==> config.mk <==
export PLATFORM = sky130hd
export DESIGN_NAME = alm_axis_limit_monitor
export DESIGN_NICKNAME = d
export VERILOG_FILES = /design/src/core/alm_pkg.sv /design/src/core/alm_sync.sv /design/src/core/alm_soft_cmp.sv /design/src/core/alm_axis_limit_monitor.sv
export SDC_FILE = /design/constraint.sdc
export NUM_CORES = 1
export LEC_CHECK = 0
export BUFFER_PORTS_ARGS = -buffer_cell sky130_fd_sc_hd__buf_2
export CAP_MARGIN = 30
export CORE_MARGIN = 2
export CORE_UTILIZATION = 60
export CTS_CLUSTER_DIAMETER = 50
export DETAILED_ROUTE_END_ITERATION = 6
export PLACE_DENSITY = 0.81
export SLEW_MARGIN = 20
export SYNTH_ARGS = -nofsm -noshare
export SYNTH_HDL_FRONTEND = slang
export SYNTH_SLANG_ARGS = --single-unit
==> constraint.sdc <==
create_clock -name pclk -period 3.7 [get_ports pclk]
set_clock_uncertainty 0.2 [all_clocks]
set_input_delay 0.555 -clock pclk [delete_from_list [all_inputs] [get_ports pclk]]
set_output_delay 0.555 -clock pclk [all_outputs]
set_load 0.01 [all_outputs]
==> src/core/alm_pkg.sv <==
// Package for the axis limit monitor: register map, field positions, encodings.
// Assumes a 32-bit APB slave with word-aligned registers.
package alm_pkg;
   localparam int ALM_AW = 8;
   localparam logic [ALM_AW-1:0] ALM_REG_CTRL = 8'h00;
   localparam logic [ALM_AW-1:0] ALM_REG_LIMCFG = 8'h04;
   localparam logic [ALM_AW-1:0] ALM_REG_SOFT_LO = 8'h08;
   localparam logic [ALM_AW-1:0] ALM_REG_SOFT_HI = 8'h0C;
   localparam logic [ALM_AW-1:0] ALM_REG_TARGET = 8'h10;
   localparam logic [ALM_AW-1:0] ALM_REG_POSITION = 8'h14;
   localparam logic [ALM_AW-1:0] ALM_REG_STATUS = 8'h18;
   localparam logic [ALM_AW-1:0] ALM_REG_DIR = 8'h1C;
   // Control register fields
   localparam int CTRL_ENABLE_BIT = 0;
   localparam int CTRL_GINV_BIT = 1;
   localparam int CTRL_MODE_LSB = 4;
   // Limit configuration fields
   localparam int CFG_HARD_POS_BIT = 0;
   localparam int CFG_HARD_NEG_BIT = 1;
   localparam int CFG_HARD_ACT_LSB = 2;
   localparam int CFG_HARD_FLIP_BIT = 4;
   localparam int CFG_SOFT_HI_BIT = 8;
   localparam int CFG_SOFT_LO_BIT = 9;
   localparam int CFG_SOFT_ACT_LSB = 10;
   // Status fields
   localparam int ST_ERROR_BIT = 0;
   localparam int ST_POS_HARD_BIT = 1;
   localparam int ST_NEG_HARD_BIT = 2;
   localparam int ST_HI_SOFT_BIT = 3;
   localparam int ST_LO_SOFT_BIT = 4;
   localparam int ST_POS_IN_BIT = 5;
   localparam int ST_NEG_IN_BIT = 6;
   localparam int ST_HOME_BIT = 7;
   localparam int ST_ENABLED_BIT = 8;
   localparam int ST_STOP_LSB = 9;
   // Reset values
   localparam logic [31:0] ALM_CTRL_RST = 32'h0000_0000;
   localparam logic [31:0] ALM_LIMCFG_RST = 32'h0000_0000;
   localparam logic [31:0] ALM_POS_RST = 32'h0000_0000;
   // Setting both bound enables at once is the combined setting
   localparam logic [1:0] BOTH_BOUNDS_ENABLE = 2'b11;

   typedef enum logic [1:0] {
      ALM_MODE_POSITION = 2'b00,
      ALM_MODE_VELOCITY = 2'b01,
      ALM_MODE_CONTOUR = 2'b10,
      ALM_MODE_TORQUE = 2'b11
   } alm_mode_e;

   typedef enum logic [1:0] {
      ALM_STOP_NONE = 2'b00,
      ALM_STOP_POWER_DOWN = 2'b01,
      ALM_STOP_IMMEDIATE = 2'b10,
      ALM_STOP_DECELERATED = 2'b11
   } alm_stop_e;

   typedef enum logic [1:0] {
      ALM_ST_IDLE = 2'b00,
      ALM_ST_CHECK = 2'b01,
      ALM_ST_MOVING = 2'b10,
      ALM_ST_HALTED = 2'b11
   } alm_state_e;
endpackage : alm_pkg

==> src/core/alm_sync.sv <==
// Two-flop synchroniser bank for sensor inputs.
// Assumes inputs are asynchronous to pclk.
module alm_sync
   import alm_pkg::*;
#(
   parameter int WIDTH = 3
) (
   input wire logic pclk,
   input wire logic presetn,
   input wire logic [WIDTH-1:0] async_in,
   output logic [WIDTH-1:0] sync_out
);
   logic [WIDTH-1:0] meta_q;
   logic [WIDTH-1:0] sync_q;

   always_ff @(posedge pclk or negedge presetn) begin
      if (!presetn) begin
         meta_q <= '0;
         sync_q <= '0;
      end else begin
         meta_q <= async_in;
         sync_q <= meta_q;
      end
   end

   assign sync_out = sync_q;
endmodule : alm_sync

==> src/core/alm_soft_cmp.sv <==
// Signed comparison of a commanded target against the soft bounds.
// Assumes bounds and target are registered on pclk.
module alm_soft_cmp
   import alm_pkg::*;
#(
   parameter int PW = 32
) (
   input wire logic [PW-1:0] target,
   input wire logic [PW-1:0] bound_lo,
   input wire logic [PW-1:0] bound_hi,
   output logic above_hi,
   output logic below_lo
);
   always_comb begin
      above_hi = $signed(target) > $signed(bound_hi);
      below_lo = $signed(target) < $signed(bound_lo);
   end
endmodule : alm_soft_cmp

==> src/core/alm_axis_limit_monitor.sv <==
// Axis limit monitor: hard and soft limit supervision for one axis, APB slave.
// Assumes synchronous APB master on pclk; sensor pins are asynchronous.
module alm_axis_limit_monitor
   import alm_pkg::*;
#(
   parameter int PW = 32
) (
   input wire logic pclk,
   input wire logic presetn,
   input wire logic psel,
   input wire logic penable,
   input wire logic pwrite,
   input wire logic [ALM_AW-1:0] paddr,
   input wire logic [31:0] pwdata,
   output logic [31:0] prdata,
   output logic pready,
   output logic pslverr,
   input wire logic pos_limit_in,
   input wire logic neg_limit_in,
   input wire logic home_in,
   input wire logic move_done,
   output logic axis_power_on,
   output logic stop_immediate,
   output logic stop_decelerated,
   output logic move_start,
   output logic [PW-1:0] move_target
);
   logic [2:0] pins_s;
   logic wr_en;
   logic rd_en;
   logic ctrl_wr;
   logic [31:0] ctrl_q, ctrl_d;
   logic [31:0] cfg_q, cfg_d;
   logic [PW-1:0] soft_lo_q, soft_lo_d;
   logic [PW-1:0] soft_hi_q, soft_hi_d;
   logic [PW-1:0] target_q, target_d;
   logic [PW-1:0] pos_q, pos_d;
   logic dir_neg_q, dir_neg_d;
   logic err_q, err_d;
   logic ptrip_q, ptrip_d;
   logic ntrip_q, ntrip_d;
   logic htrip_q, htrip_d;
   logic ltrip_q, ltrip_d;
   logic [1:0] stop_q, stop_d;
   logic start_q, start_d;
   alm_state_e state_q, state_d;
   logic [31:0] rdata_d;
   logic pos_act, neg_act;
   logic above_hi, below_lo;
   logic hard_p, hard_n, soft_h, soft_l;
   alm_mode_e mode;
   logic enable_rise;

   function automatic logic reg_hit(input logic [ALM_AW-1:0] a, input logic [ALM_AW-1:0] r);
      reg_hit = (a == r);
   endfunction : reg_hit

   alm_sync #(.WIDTH(3)) u_sync (
      .pclk(pclk),
      .presetn(presetn),
      .async_in({home_in, neg_limit_in, pos_limit_in}),
      .sync_out(pins_s)
   );

   alm_soft_cmp #(.PW(PW)) u_cmp (
      .target(target_q),
      .bound_lo(soft_lo_q),
      .bound_hi(soft_hi_q),
      .above_hi(above_hi),
      .below_lo(below_lo)
   );

   assign wr_en = psel && penable && pwrite;
   assign rd_en = psel && !penable && !pwrite;
   assign pready = 1'b1;
   assign mode = alm_mode_e'(ctrl_q[CTRL_MODE_LSB +: 2]);
   assign ctrl_wr = wr_en && reg_hit(paddr, ALM_REG_CTRL);
   assign enable_rise = ctrl_wr && pwdata[CTRL_ENABLE_BIT] && !ctrl_q[CTRL_ENABLE_BIT];

   // Active level: conducting isolator reads 1, optionally inverted globally or per axis
   always_comb begin
      pos_act = pins_s[0] ^ ctrl_q[CTRL_GINV_BIT] ^ cfg_q[CFG_HARD_FLIP_BIT];
      neg_act = pins_s[1] ^ ctrl_q[CTRL_GINV_BIT] ^ cfg_q[CFG_HARD_FLIP_BIT];
   end

   // Hard-limit trip conditions by mode and direction
   always_comb begin
      hard_p = 1'b0;
      hard_n = 1'b0;
      case (mode)
         ALM_MODE_POSITION, ALM_MODE_VELOCITY: begin
            hard_p = pos_act && cfg_q[CFG_HARD_POS_BIT] && !dir_neg_q;
            hard_n = neg_act && cfg_q[CFG_HARD_NEG_BIT] && dir_neg_q;
         end
         ALM_MODE_CONTOUR: begin
            hard_p = pos_act && cfg_q[CFG_HARD_POS_BIT];
            hard_n = neg_act && cfg_q[CFG_HARD_NEG_BIT];
         end
         ALM_MODE_TORQUE: begin
            hard_p = 1'b0;
            hard_n = 1'b0;
         end
         default: begin
            hard_p = 1'b0;
            hard_n = 1'b0;
         end
      endcase
      if (state_q != ALM_ST_MOVING || !ctrl_q[CTRL_ENABLE_BIT]) begin
         hard_p = 1'b0;
         hard_n = 1'b0;
      end
      soft_h = (state_q == ALM_ST_CHECK) && cfg_q[CFG_SOFT_HI_BIT] && above_hi;
      soft_l = (state_q == ALM_ST_CHECK) && cfg_q[CFG_SOFT_LO_BIT] && below_lo;
   end

   // Register file writes
   always_comb begin
      ctrl_d = ctrl_q;
      cfg_d = cfg_q;
      soft_lo_d = soft_lo_q;
      soft_hi_d = soft_hi_q;
      target_d = target_q;
      pos_d = pos_q;
      dir_neg_d = dir_neg_q;
      if (wr_en) begin
         case (paddr)
            ALM_REG_CTRL: ctrl_d = pwdata;
            ALM_REG_LIMCFG: cfg_d = pwdata;
            ALM_REG_SOFT_LO: soft_lo_d = pwdata[PW-1:0];
            ALM_REG_SOFT_HI: soft_hi_d = pwdata[PW-1:0];
            ALM_REG_TARGET: target_d = pwdata[PW-1:0];
            ALM_REG_POSITION: pos_d = pwdata[PW-1:0];
            ALM_REG_DIR: dir_neg_d = pwdata[0];
            default: ;
         endcase
      end
      if (state_q == ALM_ST_MOVING && move_done) begin
         pos_d = target_q;
      end
   end

   // Motion sequencing: target write starts check, then motion
   always_comb begin
      state_d = state_q;
      start_d = 1'b0;
      stop_d = stop_q;
      err_d = err_q;
      ptrip_d = ptrip_q;
      ntrip_d = ntrip_q;
      htrip_d = htrip_q;
      ltrip_d = ltrip_q;
      if (enable_rise) begin
         err_d = 1'b0;
         ptrip_d = 1'b0;
         ntrip_d = 1'b0;
         htrip_d = 1'b0;
         ltrip_d = 1'b0;
         stop_d = ALM_STOP_NONE;
         state_d = ALM_ST_IDLE;
      end
      case (state_q)
         ALM_ST_IDLE: begin
            if (wr_en && reg_hit(paddr, ALM_REG_TARGET) && ctrl_q[CTRL_ENABLE_BIT]) begin
               state_d = ALM_ST_CHECK;
            end
         end
         ALM_ST_CHECK: begin
            if (soft_h || soft_l) begin
               err_d = 1'b1;
               htrip_d = htrip_q || soft_h;
               ltrip_d = ltrip_q || soft_l;
               stop_d = cfg_q[CFG_SOFT_ACT_LSB +: 2];
               state_d = ALM_ST_HALTED;
            end else begin
               start_d = 1'b1;
               state_d = ALM_ST_MOVING;
            end
         end
         ALM_ST_MOVING: begin
            if (hard_p || hard_n) begin
               err_d = 1'b1;
               ptrip_d = ptrip_q || hard_p;
               ntrip_d = ntrip_q || hard_n;
               stop_d = cfg_q[CFG_HARD_ACT_LSB +: 2];
               state_d = ALM_ST_HALTED;
            end else if (move_done) begin
               state_d = ALM_ST_IDLE;
            end
         end
         ALM_ST_HALTED: begin
            if (enable_rise) begin
               state_d = ALM_ST_IDLE;
            end
         end
         default: state_d = ALM_ST_IDLE;
      endcase
      if (!ctrl_q[CTRL_ENABLE_BIT] && state_q != ALM_ST_HALTED) begin
         state_d = ALM_ST_IDLE;
      end
   end

   // Read mux, data registered in the setup phase
   always_comb begin
      rdata_d = prdata;
      if (rd_en) begin
         rdata_d = 32'h0000_0000;
         case (paddr)
            ALM_REG_CTRL: rdata_d = ctrl_q;
            ALM_REG_LIMCFG: rdata_d = cfg_q;
            ALM_REG_SOFT_LO: rdata_d = 32'(soft_lo_q);
            ALM_REG_SOFT_HI: rdata_d = 32'(soft_hi_q);
            ALM_REG_TARGET: rdata_d = 32'(target_q);
            ALM_REG_POSITION: rdata_d = 32'(pos_q);
            ALM_REG_DIR: rdata_d = {31'h0000_0000, dir_neg_q};
            ALM_REG_STATUS: begin
               rdata_d[ST_ERROR_BIT] = err_q;
               rdata_d[ST_POS_HARD_BIT] = ptrip_q;
               rdata_d[ST_NEG_HARD_BIT] = ntrip_q;
               rdata_d[ST_HI_SOFT_BIT] = htrip_q;
               rdata_d[ST_LO_SOFT_BIT] = ltrip_q;
               rdata_d[ST_POS_IN_BIT] = pos_act;
               rdata_d[ST_NEG_IN_BIT] = neg_act;
               rdata_d[ST_HOME_BIT] = pins_s[2] ^ ctrl_q[CTRL_GINV_BIT];
               rdata_d[ST_ENABLED_BIT] = ctrl_q[CTRL_ENABLE_BIT];
               rdata_d[ST_STOP_LSB +: 2] = stop_q;
            end
            default: rdata_d = 32'h0000_0000;
         endcase
      end
   end

   always_ff @(posedge pclk or negedge presetn) begin
      if (!presetn) begin
         ctrl_q <= ALM_CTRL_RST;
         cfg_q <= ALM_LIMCFG_RST;
         soft_lo_q <= '0;
         soft_hi_q <= '0;
         target_q <= '0;
         pos_q <= '0;
         dir_neg_q <= 1'b0;
         err_q <= 1'b0;
         ptrip_q <= 1'b0;
         ntrip_q <= 1'b0;
         htrip_q <= 1'b0;
         ltrip_q <= 1'b0;
         stop_q <= ALM_STOP_NONE;
         start_q <= 1'b0;
         state_q <= ALM_ST_IDLE;
         prdata <= 32'h0000_0000;
      end else begin
         ctrl_q <= ctrl_d;
         cfg_q <= cfg_d;
         soft_lo_q <= soft_lo_d;
         soft_hi_q <= soft_hi_d;
         target_q <= target_d;
         pos_q <= pos_d;
         dir_neg_q <= dir_neg_d;
         err_q <= err_d;
         ptrip_q <= ptrip_d;
         ntrip_q <= ntrip_d;
         htrip_q <= htrip_d;
         ltrip_q <= ltrip_d;
         stop_q <= stop_d;
         start_q <= start_d;
         state_q <= state_d;
         prdata <= rdata_d;
      end
   end

   assign pslverr = 1'b0;
   assign axis_power_on = ctrl_q[CTRL_ENABLE_BIT] && (stop_q != ALM_STOP_POWER_DOWN);
   assign stop_immediate = (stop_q == ALM_STOP_IMMEDIATE);
   assign stop_decelerated = (stop_q == ALM_STOP_DECELERATED);
   assign move_start = start_q;
   assign move_target = target_q;

   property p_hard_trip_sets_flags;
      @(posedge pclk) disable iff (!presetn)
      (hard_p && !enable_rise) |=> (err_q && ptrip_q && state_q == ALM_ST_HALTED);
   endproperty
   a_hard_trip_sets_flags: assert property (p_hard_trip_sets_flags) else $error("hard trip not flagged");

   property p_torque_ignores;
      @(posedge pclk) disable iff (!presetn)
      (mode == ALM_MODE_TORQUE && state_q == ALM_ST_MOVING) |=> (state_q != ALM_ST_HALTED);
   endproperty
   a_torque_ignores: assert property (p_torque_ignores) else $error("torque mode tripped");

   property p_direction_sensitive;
      @(posedge pclk) disable iff (!presetn)
      (mode == ALM_MODE_POSITION && dir_neg_q) |-> !hard_p;
   endproperty
   a_direction_sensitive: assert property (p_direction_sensitive) else $error("wrong direction trip");

   property p_flags_sticky;
      @(posedge pclk) disable iff (!presetn)
      (err_q && !enable_rise) |=> err_q;
   endproperty
   a_flags_sticky: assert property (p_flags_sticky) else $error("error flag lost");

   property p_soft_trip;
      @(posedge pclk) disable iff (!presetn)
      (soft_h && !enable_rise) |=> (htrip_q && err_q && !move_start);
   endproperty
   a_soft_trip: assert property (p_soft_trip) else $error("soft trip not flagged");

   property p_stop_action;
      @(posedge pclk) disable iff (!presetn)
      ((hard_p || hard_n) && !enable_rise) |=> (stop_q == $past(cfg_q[CFG_HARD_ACT_LSB +: 2]));
   endproperty
   a_stop_action: assert property (p_stop_action) else $error("wrong stop action");

   property p_pos_write;
      @(posedge pclk) disable iff (!presetn)
      (wr_en && paddr == ALM_REG_POSITION && !(state_q == ALM_ST_MOVING && move_done)) |=> (pos_q == $past(pwdata));
   endproperty
   a_pos_write: assert property (p_pos_write) else $error("position write lost");

   property p_contour_any_dir;
      @(posedge pclk) disable iff (!presetn)
      (mode == ALM_MODE_CONTOUR && state_q == ALM_ST_MOVING && ctrl_q[CTRL_ENABLE_BIT]
       && pos_act && cfg_q[CFG_HARD_POS_BIT]) |-> hard_p;
   endproperty
   a_contour_any_dir: assert property (p_contour_any_dir) else $error("contour trip missed");
endmodule : alm_axis_limit_monitor

# Word-level counts from Yosys, hierarchy flattened
# Index checks and enable logic that the tools add are counted.
# word_totals
output_inout_bits	70
ff_bits	241
# classes
eq_ne	18
magnitude_cmp	2
reduce_logical	44
bitwise_logic	5
mux	39
# ops
cell	count
$pmux W21 S6	1
$mux W32	3
$pmux W11 S8	1
$eq A8 B5 Y1 const B	4
$gt A32 B32 Y1	1
$lt A32 B32 Y1	1
$logic_and A1 B1 Y1	20
$mux W1	20
$mux W2	9
$eq A8 B4 Y1 const B	2
$reduce_and A2 Y1	7
$eq A2 B2 Y1 const B	6
$eq A8 B3 Y1 const B	1
$logic_not A8 Y1	1
$pmux W2 S4	1
$logic_or A1 B1 Y1	7
$pmux W1 S3	2
$xor A1 B1 Y1	5
$eq A2 B1 Y1 const B	2
$logic_not A1 Y1	4
$logic_not A2 Y1	2
$ne A2 B2 Y1 const B	2
$pmux W2 S2	1
$reduce_bool A2 Y1	2
other kinds (3)	3

# Logic depth before layout (Yosys ltp)
# Gate-level depths: netlist (run 1).
# logic_depth
word_depth	10
depth_mapped	11
depth_no_buf	11

# By module
# From an unflattened synthesis (run 1), not the netlist that was laid out.
# hier_totals
cells_unflattened	1144
area_unflattened_um2	12819.8
# modules_own_cells
module	area_per_inst_um2	cells_per_inst	instances	seq_area_each_um2
alm_axis_limit_monitor	11068.1	917	1	5880.6
alm_soft_cmp	1601.5	221	1	0.0
alm_sync	150.1	6	1	150.1

# Worst setup path after synthesis (run 1)
# Ideal clock, no wire load.
# synth_timing
path_kind	reg2reg
start	register target_q[31] (netlist: move_target[31])
end	register err_q
path_buffers	0
path_stages_with_launch	10
required_ns	3.374
t_arrival_ns	2.411
setup_time_ns	0.126
path_slack_ns	0.963
cell_sequence	dfrtp_1 ha_1 nand4_1 or3_4 nor4_2 o31ai_1 and3_4 nor3_2 nor3b_2 a221o_1
# synth_via
elab_chain_cells	5
# synth_rtl
item	line	text
start: declaration	alm_axis_limit_monitor.sv:36	logic [PW-1:0] target_q, target_d;
start signal: assignment	alm_axis_limit_monitor.sv:255	target_q <= target_d;
$gt A32 B32 Y1 or $lt A32 B32 Y1 (tied branches)	alm_soft_cmp.sv:15, alm_soft_cmp.sv:16	
$logic_and A1 B1 Y1 (on tied branches)	alm_axis_limit_monitor.sv:112, alm_axis_limit_monitor.sv:113	
$logic_or A1 B1 Y1 (*)	alm_axis_limit_monitor.sv:168	if (soft_h || soft_l) begin
$mux W1 (*)	alm_axis_limit_monitor.sv:168	
$pmux W1 S2 (*)	alm_axis_limit_monitor.sv:161	case (state_q)
via err_d	alm_axis_limit_monitor.sv:39	logic err_q, err_d;
end signal: assignment	alm_axis_limit_monitor.sv:258	err_q <= err_d;
end: declaration	alm_axis_limit_monitor.sv:39	
# Mark *: on every way through the listed nets, which the timed path passes. The rest lies on a longest branch.
# A chain may end at the register's enable or synchronous reset.

# Worst setup path in the final report (run 1)
# layout_timing
start	register target_q[31] (netlist: move_target[31])
end	register stop_q[1]
# layout_via
elab_chain_cells	5
# layout_rtl
item	line	text
$gt A32 B32 Y1 or $lt A32 B32 Y1 (tied branches)	alm_soft_cmp.sv:15, alm_soft_cmp.sv:16	
$logic_and A1 B1 Y1 (on tied branches)	alm_axis_limit_monitor.sv:112, alm_axis_limit_monitor.sv:113	
$logic_or A1 B1 Y1 (*)	alm_axis_limit_monitor.sv:168	
$mux W2 (*)	alm_axis_limit_monitor.sv:168	
$pmux W2 S2 (*)	alm_axis_limit_monitor.sv:161	
via stop_d[1]	alm_axis_limit_monitor.sv:44	logic [1:0] stop_q, stop_d;
end signal: assignment	alm_axis_limit_monitor.sv:263	stop_q <= stop_d;
end: declaration	alm_axis_limit_monitor.sv:44	
# Marked as above.

==> results_dict.tcl, run 1 <==
set metrics [dict create \
    critical_path.startpoint "move_target[31]$_DFFE_PN0P_" \
    coreArea_mm2 0.0200 \
    cts_sinks 241 \
    hold_violations 0 \
    multi_input_area_mm2 0.00566 \
    ys.flop_type "dfrtp_1" \
    p_per_area_mw_per_mm2 403 \
    min_period_ns 3.29 \
    relSlewSlack_pct 41.4 \
    first_pass_iters 6 \
    seq_area_mm2 0.00603 \
    clockBufferDepth 3 \
    leakage_nw 7.28 \
    total_power_mw 5.69 \
    slew_viol_final 0 \
    drc_errors 0 \
    tightestPinTransition_ns 0.877 \
    synth-seq-area-share_pct 49.6 \
    numCtsBuffers 27 \
    post_cts_buffers 0 \
    grt_pass1_wl_um 54400 \
    tns_ns 0 \
    grt_max_degree 102 \
    yosys.area.top_type_share_pct 49.6 \
    syn_area_per_cell_um2 10.7 \
    initial_utilization_pct 60.7 \
    holdCritStartpoint "pwdata[28]" \
    vias 9698 \
    cts_tree "yes" \
    routedWlPerCell_um 22.3 \
    rows 52 \
    rsz0062_at_grt "no" \
    die_h_um 146 \
    nets 1369 \
    hp-class "in2reg" \
    peakVddDrop_uv 317 \
    syn-num-nets 1250 \
    status "finished, final reports clean" \
    dieArea_mm2 0.0214 \
    synthArstFlopShare_pct 100 \
    synth.distinct_cells 60 \
    root_buffer "clkbuf_16" \
    io_pins 119 \
    area_delta_synth_final_pct 15.9 \
    ys_ff_latch 241 \
    antenna_found_initial 0 \
    drive_gt1_share_pct 23.5 \
    period_share_pct 88.8 \
    cp_data_arrival_time_ns 3.46 \
    portBuffers 116 \
    cts_htree_levels 1 \
    grt_usage_pct 32.2 \
    initialDrtViolationCount 1178 \
    grt_overflow 0 \
    fillers 1494 \
    routed_via_density 6.29 \
    yosys_warnings 0 \
    finalSetupViolCount 0 \
    gp_congestion 0.901 \
    cp_data_required_time_ns 3.88 \
    crit_type "reg2reg" \
    r2r_start "move_target[31]$_DFFE_PN0P_" \
    syn_area_mm2 0.0122 \
    clkTransAtPathRegs_ns 0.06 \
    max_freq_mhz 304 \
    critical_path.max_fanout 6 \
    hpwl_um 22000 \
    routed_wl_um 34300 \
    grt_pass1_vias 9730 \
    insertion_delay_ns 0.54 \
    syn_inst 1134 \
    synth_area_leaders "dfrtp_1 50%, mux2_2 8.5%, ha_1 6.9%, nand2_1 6.0%, mux2_1 3.4%" \
    endpoint_kind "flip-flop" \
    ant_nets 0 \
    yosysTopAreaCell "dfrtp_1" \
    die_w_um 146 \
    startpoint_type "flip-flop" \
    synth_edf_count 0 \
    drv_cap 0 \
]
[area by class of cell]
| cell class | count | share of cell area, % |
|---|---|---|
| Antenna cell | 1 | 0.0178 |
| Tap cell | 270 | 2.40 |
| Inverter | 75 | 2.00 |
| Timing Repair Buffer | 151 | 6.62 |
| Clock inverter | 8 | 0.746 |
| Multi-Input combinational cell | 757 | 40.1 |
| Sequential cell | 241 | 42.8 |
| Clock buffer | 38 | 5.30 |
[Yosys cell counts (all sizes together) (22+ instances only)]
cell type	number
dfrtp	241
ha	67
nand2	193
mux2	129
a222oi	22
mux2i	32
a21oi	31
a22oi	52
clkbuf	38
nor2	23
o21ai	63
buf	23
inv	75
[flip-flops by register name, indices dropped and copies added (netlist names)]
register / flops
htrip_q: 1
move_start: 1
move_target: 32
state_q: 2
ptrip_q: 1
u_sync.sync_out: 3
cfg_q: 32
u_sync.meta_q: 3
ntrip_q: 1
err_q: 1
ltrip_q: 1
prdata: 32
soft_lo_q: 32
dir_neg_q: 1
stop_q: 2
soft_hi_q: 32
ctrl_q: 32
pos_q: 32
[worst max-delay path, cell delays in order (launching register included)]
cell and delay [ns]:
dfrtp_1 0.45, ha_1 0.42, nand4_1 0.16, or3_4 0.45, nor4_2 0.40, o31ai_1 0.20
a211oi_2 0.45, nor4b_4 0.11, o21ai_2 0.15, o221ai_1 0.14
[placed cells by master (no fill, tap or decap), types with 3 or more instances in the layout]
| cell | netlist | routed |
|---|---|---|
| a211oi_1 | 5 | 5 |
| a21o_1 | 14 | 14 |
| a21oi_1 | 31 | 31 |
| a221oi_1 | 18 | 18 |
| a222oi_1 | 22 | 22 |
| a22oi_1 | 52 | 52 |
| a31oi_1 | 11 | 11 |
| and2_1 | 7 | 7 |
| and4_1 | 5 | 5 |
| buf_12 | 0 | 4 |
| buf_2 | 8 | 115 |
| buf_4 | 3 | 26 |
| clkbuf_1 | 38 | 8 |
| clkbuf_16 | 0 | 27 |
| clkbuf_8 | 0 | 3 |
| clkinvlp_4 | 0 | 3 |
| dfrtp_1 | 241 | 241 |
| dlygate4sd3_1 | 0 | 4 |
| ha_1 | 67 | 67 |
| inv_1 | 75 | 75 |
| mux2_1 | 37 | 37 |
| mux2_2 | 92 | 92 |
| mux2i_1 | 32 | 32 |
| nand2_1 | 193 | 192 |
| nand3_1 | 12 | 12 |
| nand4_1 | 9 | 9 |
| nor2_1 | 23 | 23 |
| nor2b_1 | 3 | 3 |
| nor3_1 | 10 | 7 |
| nor3_2 | 2 | 4 |
| nor3b_2 | 1 | 3 |
| o211ai_1 | 3 | 3 |
| o21a_1 | 3 | 3 |
| o21ai_0 | 44 | 44 |
| o21ai_1 | 18 | 18 |
| o221ai_1 | 3 | 3 |
| o31ai_1 | 3 | 3 |
[per-stage QoR]
stage | instance area, µm² | cells | util (%) | hold slack, ns | setup slack, ns
floorplan | 12200 | 1134 | - | 0.0594 | 0.963
global placement | 13200 | 1489 | 65.7 | 0.137 | 0.532
detailed placement | 13200 | 1489 | 65.7 | 0.140 | 0.474
CTS | 14100 | 1539 | 70.2 | 0.0824 | 0.441
global route | 14100 | 1540 | 70.3 | 0.0940 | 0.326
finish | 14100 | 1541 | 70.3 | 0.0853 | 0.414
[power breakdown]
part,total [mW],leakage [nW],switching [mW],internal [mW]
Sequential,2.72,3.31,0.0415,2.68
Clock,2.60,0.405,1.06,1.54
Combinational,0.362,3.57,0.231,0.131
Total,5.69,7.28,1.33,4.35
[final timing paths]
check	cells past startpoint	slack (ns)	endpoint
max in group asynchronous	3	1.96	prdata[4]$_DFFE_PN0P_
max reg2reg	9	0.41	stop_q[1]$_DFF_PN0_
min	3	0.09	move_target[28]$_DFFE_PN0P_
min reg2reg	0	0.15	u_sync.sync_out[0]$_DFF_PN0_
min in group asynchronous	2	0.44	move_target[13]$_DFFE_PN0P_
max	9	0.41	stop_q[1]$_DFF_PN0_
[per-layer routing]
metal	vias to the layer above	wire length, µm	share of wire [%]	track usage (%)
li1	4306	-	-	-
met1	4790	14100	41	44.3
met3	91	3020	8.8	6.34
met4	0	1180	3.4	11.3
met5	-	0	0	0
met2	511	16000	47	51.9
[kinds of logic (layout without fill, tap and decap cells)]
kind of cell | count (synthesis) | count (layout) | synth area share, %
AOI/OAI and AO/OA | 238 | 238 | 13.5
and+or+nand+nor | 285 | 285 | 10.8
other | 2 | 3 | 0.0618
DFF | 241 | 241 | 49.6
xor gates and xnor gates | 4 | 4 | 0.288
muxes | 161 | 161 | 14.6
buffers and inverters | 136 | 272 | 4.37
adders and majority gates | 67 | 67 | 6.89
[repair_timing]
item / CTS / global route
hold buffers: 4 / 0
endpoints found under the hold margin: 99 / 0
resized for setup: 0 / 0
Note: power is estimated with default switching activity, not from simulation.
==> inputs of run 2 (changes only) <==
RECOVER_POWER = 50   (was unset)
==> run 2 against run 1 <==
Routed wire length decreased by 0.62%. Sequential power about the same. Hold slack improved by 0.00089 ns. Via count decreased by 0.20%. Final cell count unchanged. Sequential cell count unchanged. Highest routed layer unchanged.
==> results_dict.tcl, run 2 (synthesized netlist as in run 1, its figures left out) <==
set metrics [dict create \
    antenna_found_initial 0 \
    p_per_area_mw_per_mm2 404 \
    tns_ns 0 \
    die_w_um 146 \
    routedWlPerCell_um 22.1 \
    reg2regPathDepth 9 \
    first_pass_iters 6 \
    critical_path.max_fanout 6 \
    routed_via_density 6.28 \
    drc_errors 0 \
    vias 9679 \
    cp_data_arrival_time_ns 3.45 \
    tightestPinTransition_ns 1.47 \
    drv_cap 0 \
    fin_area_mm2 0.0140 \
    startpoint_type "flip-flop" \
    clockBufferDepth 3 \
    cp_data_required_time_ns 3.88 \
    rows 52 \
    fillers 1512 \
    hold_violations 0 \
    peakVddDrop_uv 315 \
    slowest_stage "dfrtp_1" \
    final_cell_mix "241 x dfrtp_1, 192 x nand2_1, 92 x mux2_2" \
    portBuffers 116 \
    gp_congestion 0.901 \
    root_buffer "clkbuf_16" \
    numCtsBuffers 27 \
    cts_tree "yes" \
    leakage_nw 7.13 \
    initial_utilization_pct 60.7 \
    hold-path-cell-count 3 \
    cts_sinks 241 \
    endpoint_kind "flip-flop" \
    relSlewSlack_pct 1.84 \
    area_delta_synth_final_pct 15.3 \
    max_freq_mhz 306 \
    coreArea_mm2 0.0200 \
    postPlaceCellArea_mm2 0.0132 \
    nets 1369 \
    ant_nets 0 \
    hp-class "in2reg" \
    cp_slowest_stage_delay_ns 0.45 \
    grt_pass1_wl_um 54400 \
    grt_pass1_vias 9730 \
    cts_htree_levels 1 \
    insertion_delay_ns 0.54 \
    drive_gt1_share_pct 20.6 \
    dieArea_mm2 0.0214 \
    crit_chain "ha_1 -> nand4_1 -> or3_4 -> nor4_2 -> o31ai_1 -> a211oi_2 -> nor4b_4 -> o21ai_2 -> o221ai_1" \
    status "finished, final reports clean" \
    crit_type "reg2reg" \
    grt_overflow 0 \
    die_h_um 146 \
    slew_viol_final 0 \
    period_share_pct 88.4 \
    final_common_cell "dfrtp_1" \
    io_pins 119 \
    clkTransAtPathRegs_ns 0.06 \
    grt_max_degree 102 \
    routed_wl_um 34100 \
    grt_usage_pct 32.2 \
    finalSetupViolCount 0 \
    hpwl_um 22000 \
    min_period_ns 3.27 \
    rsz0062_at_grt "no" \
    initialDrtViolationCount 1263 \
]
run 2: cell types whose count changed in the layout (fill, tap and decap cells not counted):
cell,change
and2_0,+1
and2_1,-1
buf_12,-1
buf_2,-33
buf_4,-4
clkbuf_1,+37
clkbuf_2,+1
run 2: final timing paths:
path,endpoint,startpoint,slack [ns]
max,stop_q[1]$_DFF_PN0_,move_target[31]$_DFFE_PN0P_,0.43
min,move_target[28]$_DFFE_PN0P_,pwdata[28],0.09
max reg2reg,stop_q[1]$_DFF_PN0_,move_target[31]$_DFFE_PN0P_,0.43
min reg2reg,u_sync.sync_out[0]$_DFF_PN0_,u_sync.meta_q[0]$_DFF_PN0_,0.15
max in group asynchronous,move_target[23]$_DFFE_PN0P_,presetn,0.95
min in group asynchronous,move_target[13]$_DFFE_PN0P_,presetn,0.43
run 2: power by group:
part / switching (mW) / leakage (nW) / internal (mW)
logic: 0.230 / 3.41 / 0.125
registers: 0.0420 / 3.31 / 2.68
clock network: 1.05 / 0.405 / 1.54
run 2: critical path: cells and delay by family (launching register included):
kind                     cells  cell delay, ns
AND/OR/NAND/NOR              4            1.11
adder cells (fa/ha/maj)      1            0.42
flip-flops                   1            0.45
AO/OA/AOI/OAI                4            0.94
run 2: cell type report:
cell class / count / area [µm²] / area share [%]
tap: 270 / 338 / 2.41
clock inverter: 8 / 105 / 0.749
clock buffer: 38 / 747 / 5.33
timing repair buffer: 151 / 862 / 6.15
sequential: 241 / 6030 / 43.0
antenna: 1 / 2.50 / 0.0178
inverter: 75 / 282 / 2.01
multi-input combinational: 757 / 5660 / 40.3
run 2: what timing repair did:
item                      CTS  global route
gates resized for setup     0             0
hold buffers                4             0
setup buffers               0             0
hold endpoints to repair   99             0
run 2: metrics by stage:
stage / setup WS [ns] / utilization [%] / power (mW) / hold slack (ns) / cells
6_report: 0.429 / 70.0 / 5.67 / 0.0862 / 1541
5_1_grt: 0.326 / 70.0 / 5.86 / 0.0940 / 1540
4_1_cts: 0.441 / 70.2 / 5.69 / 0.0824 / 1539
3_5_place_dp: 0.474 / 65.7 / 3.12 / 0.140 / 1489
3_3_place_gp: 0.532 / 65.7 / 3.11 / 0.137 / 1489
2_1_floorplan: 0.963 / - / 2.92 / 0.0594 / 1134
run 2: layer usage:
metal | part of all wire, % | global-route usage, % | vias to the layer above
met2 | 47 | 51.9 | 522
met4 | 3.4 | 11.3 | 0
met5 | 0 | 0 | -
met1 | 40 | 44.3 | 4751
met3 | 9.8 | 6.34 | 90
li1 | - | - | 4316
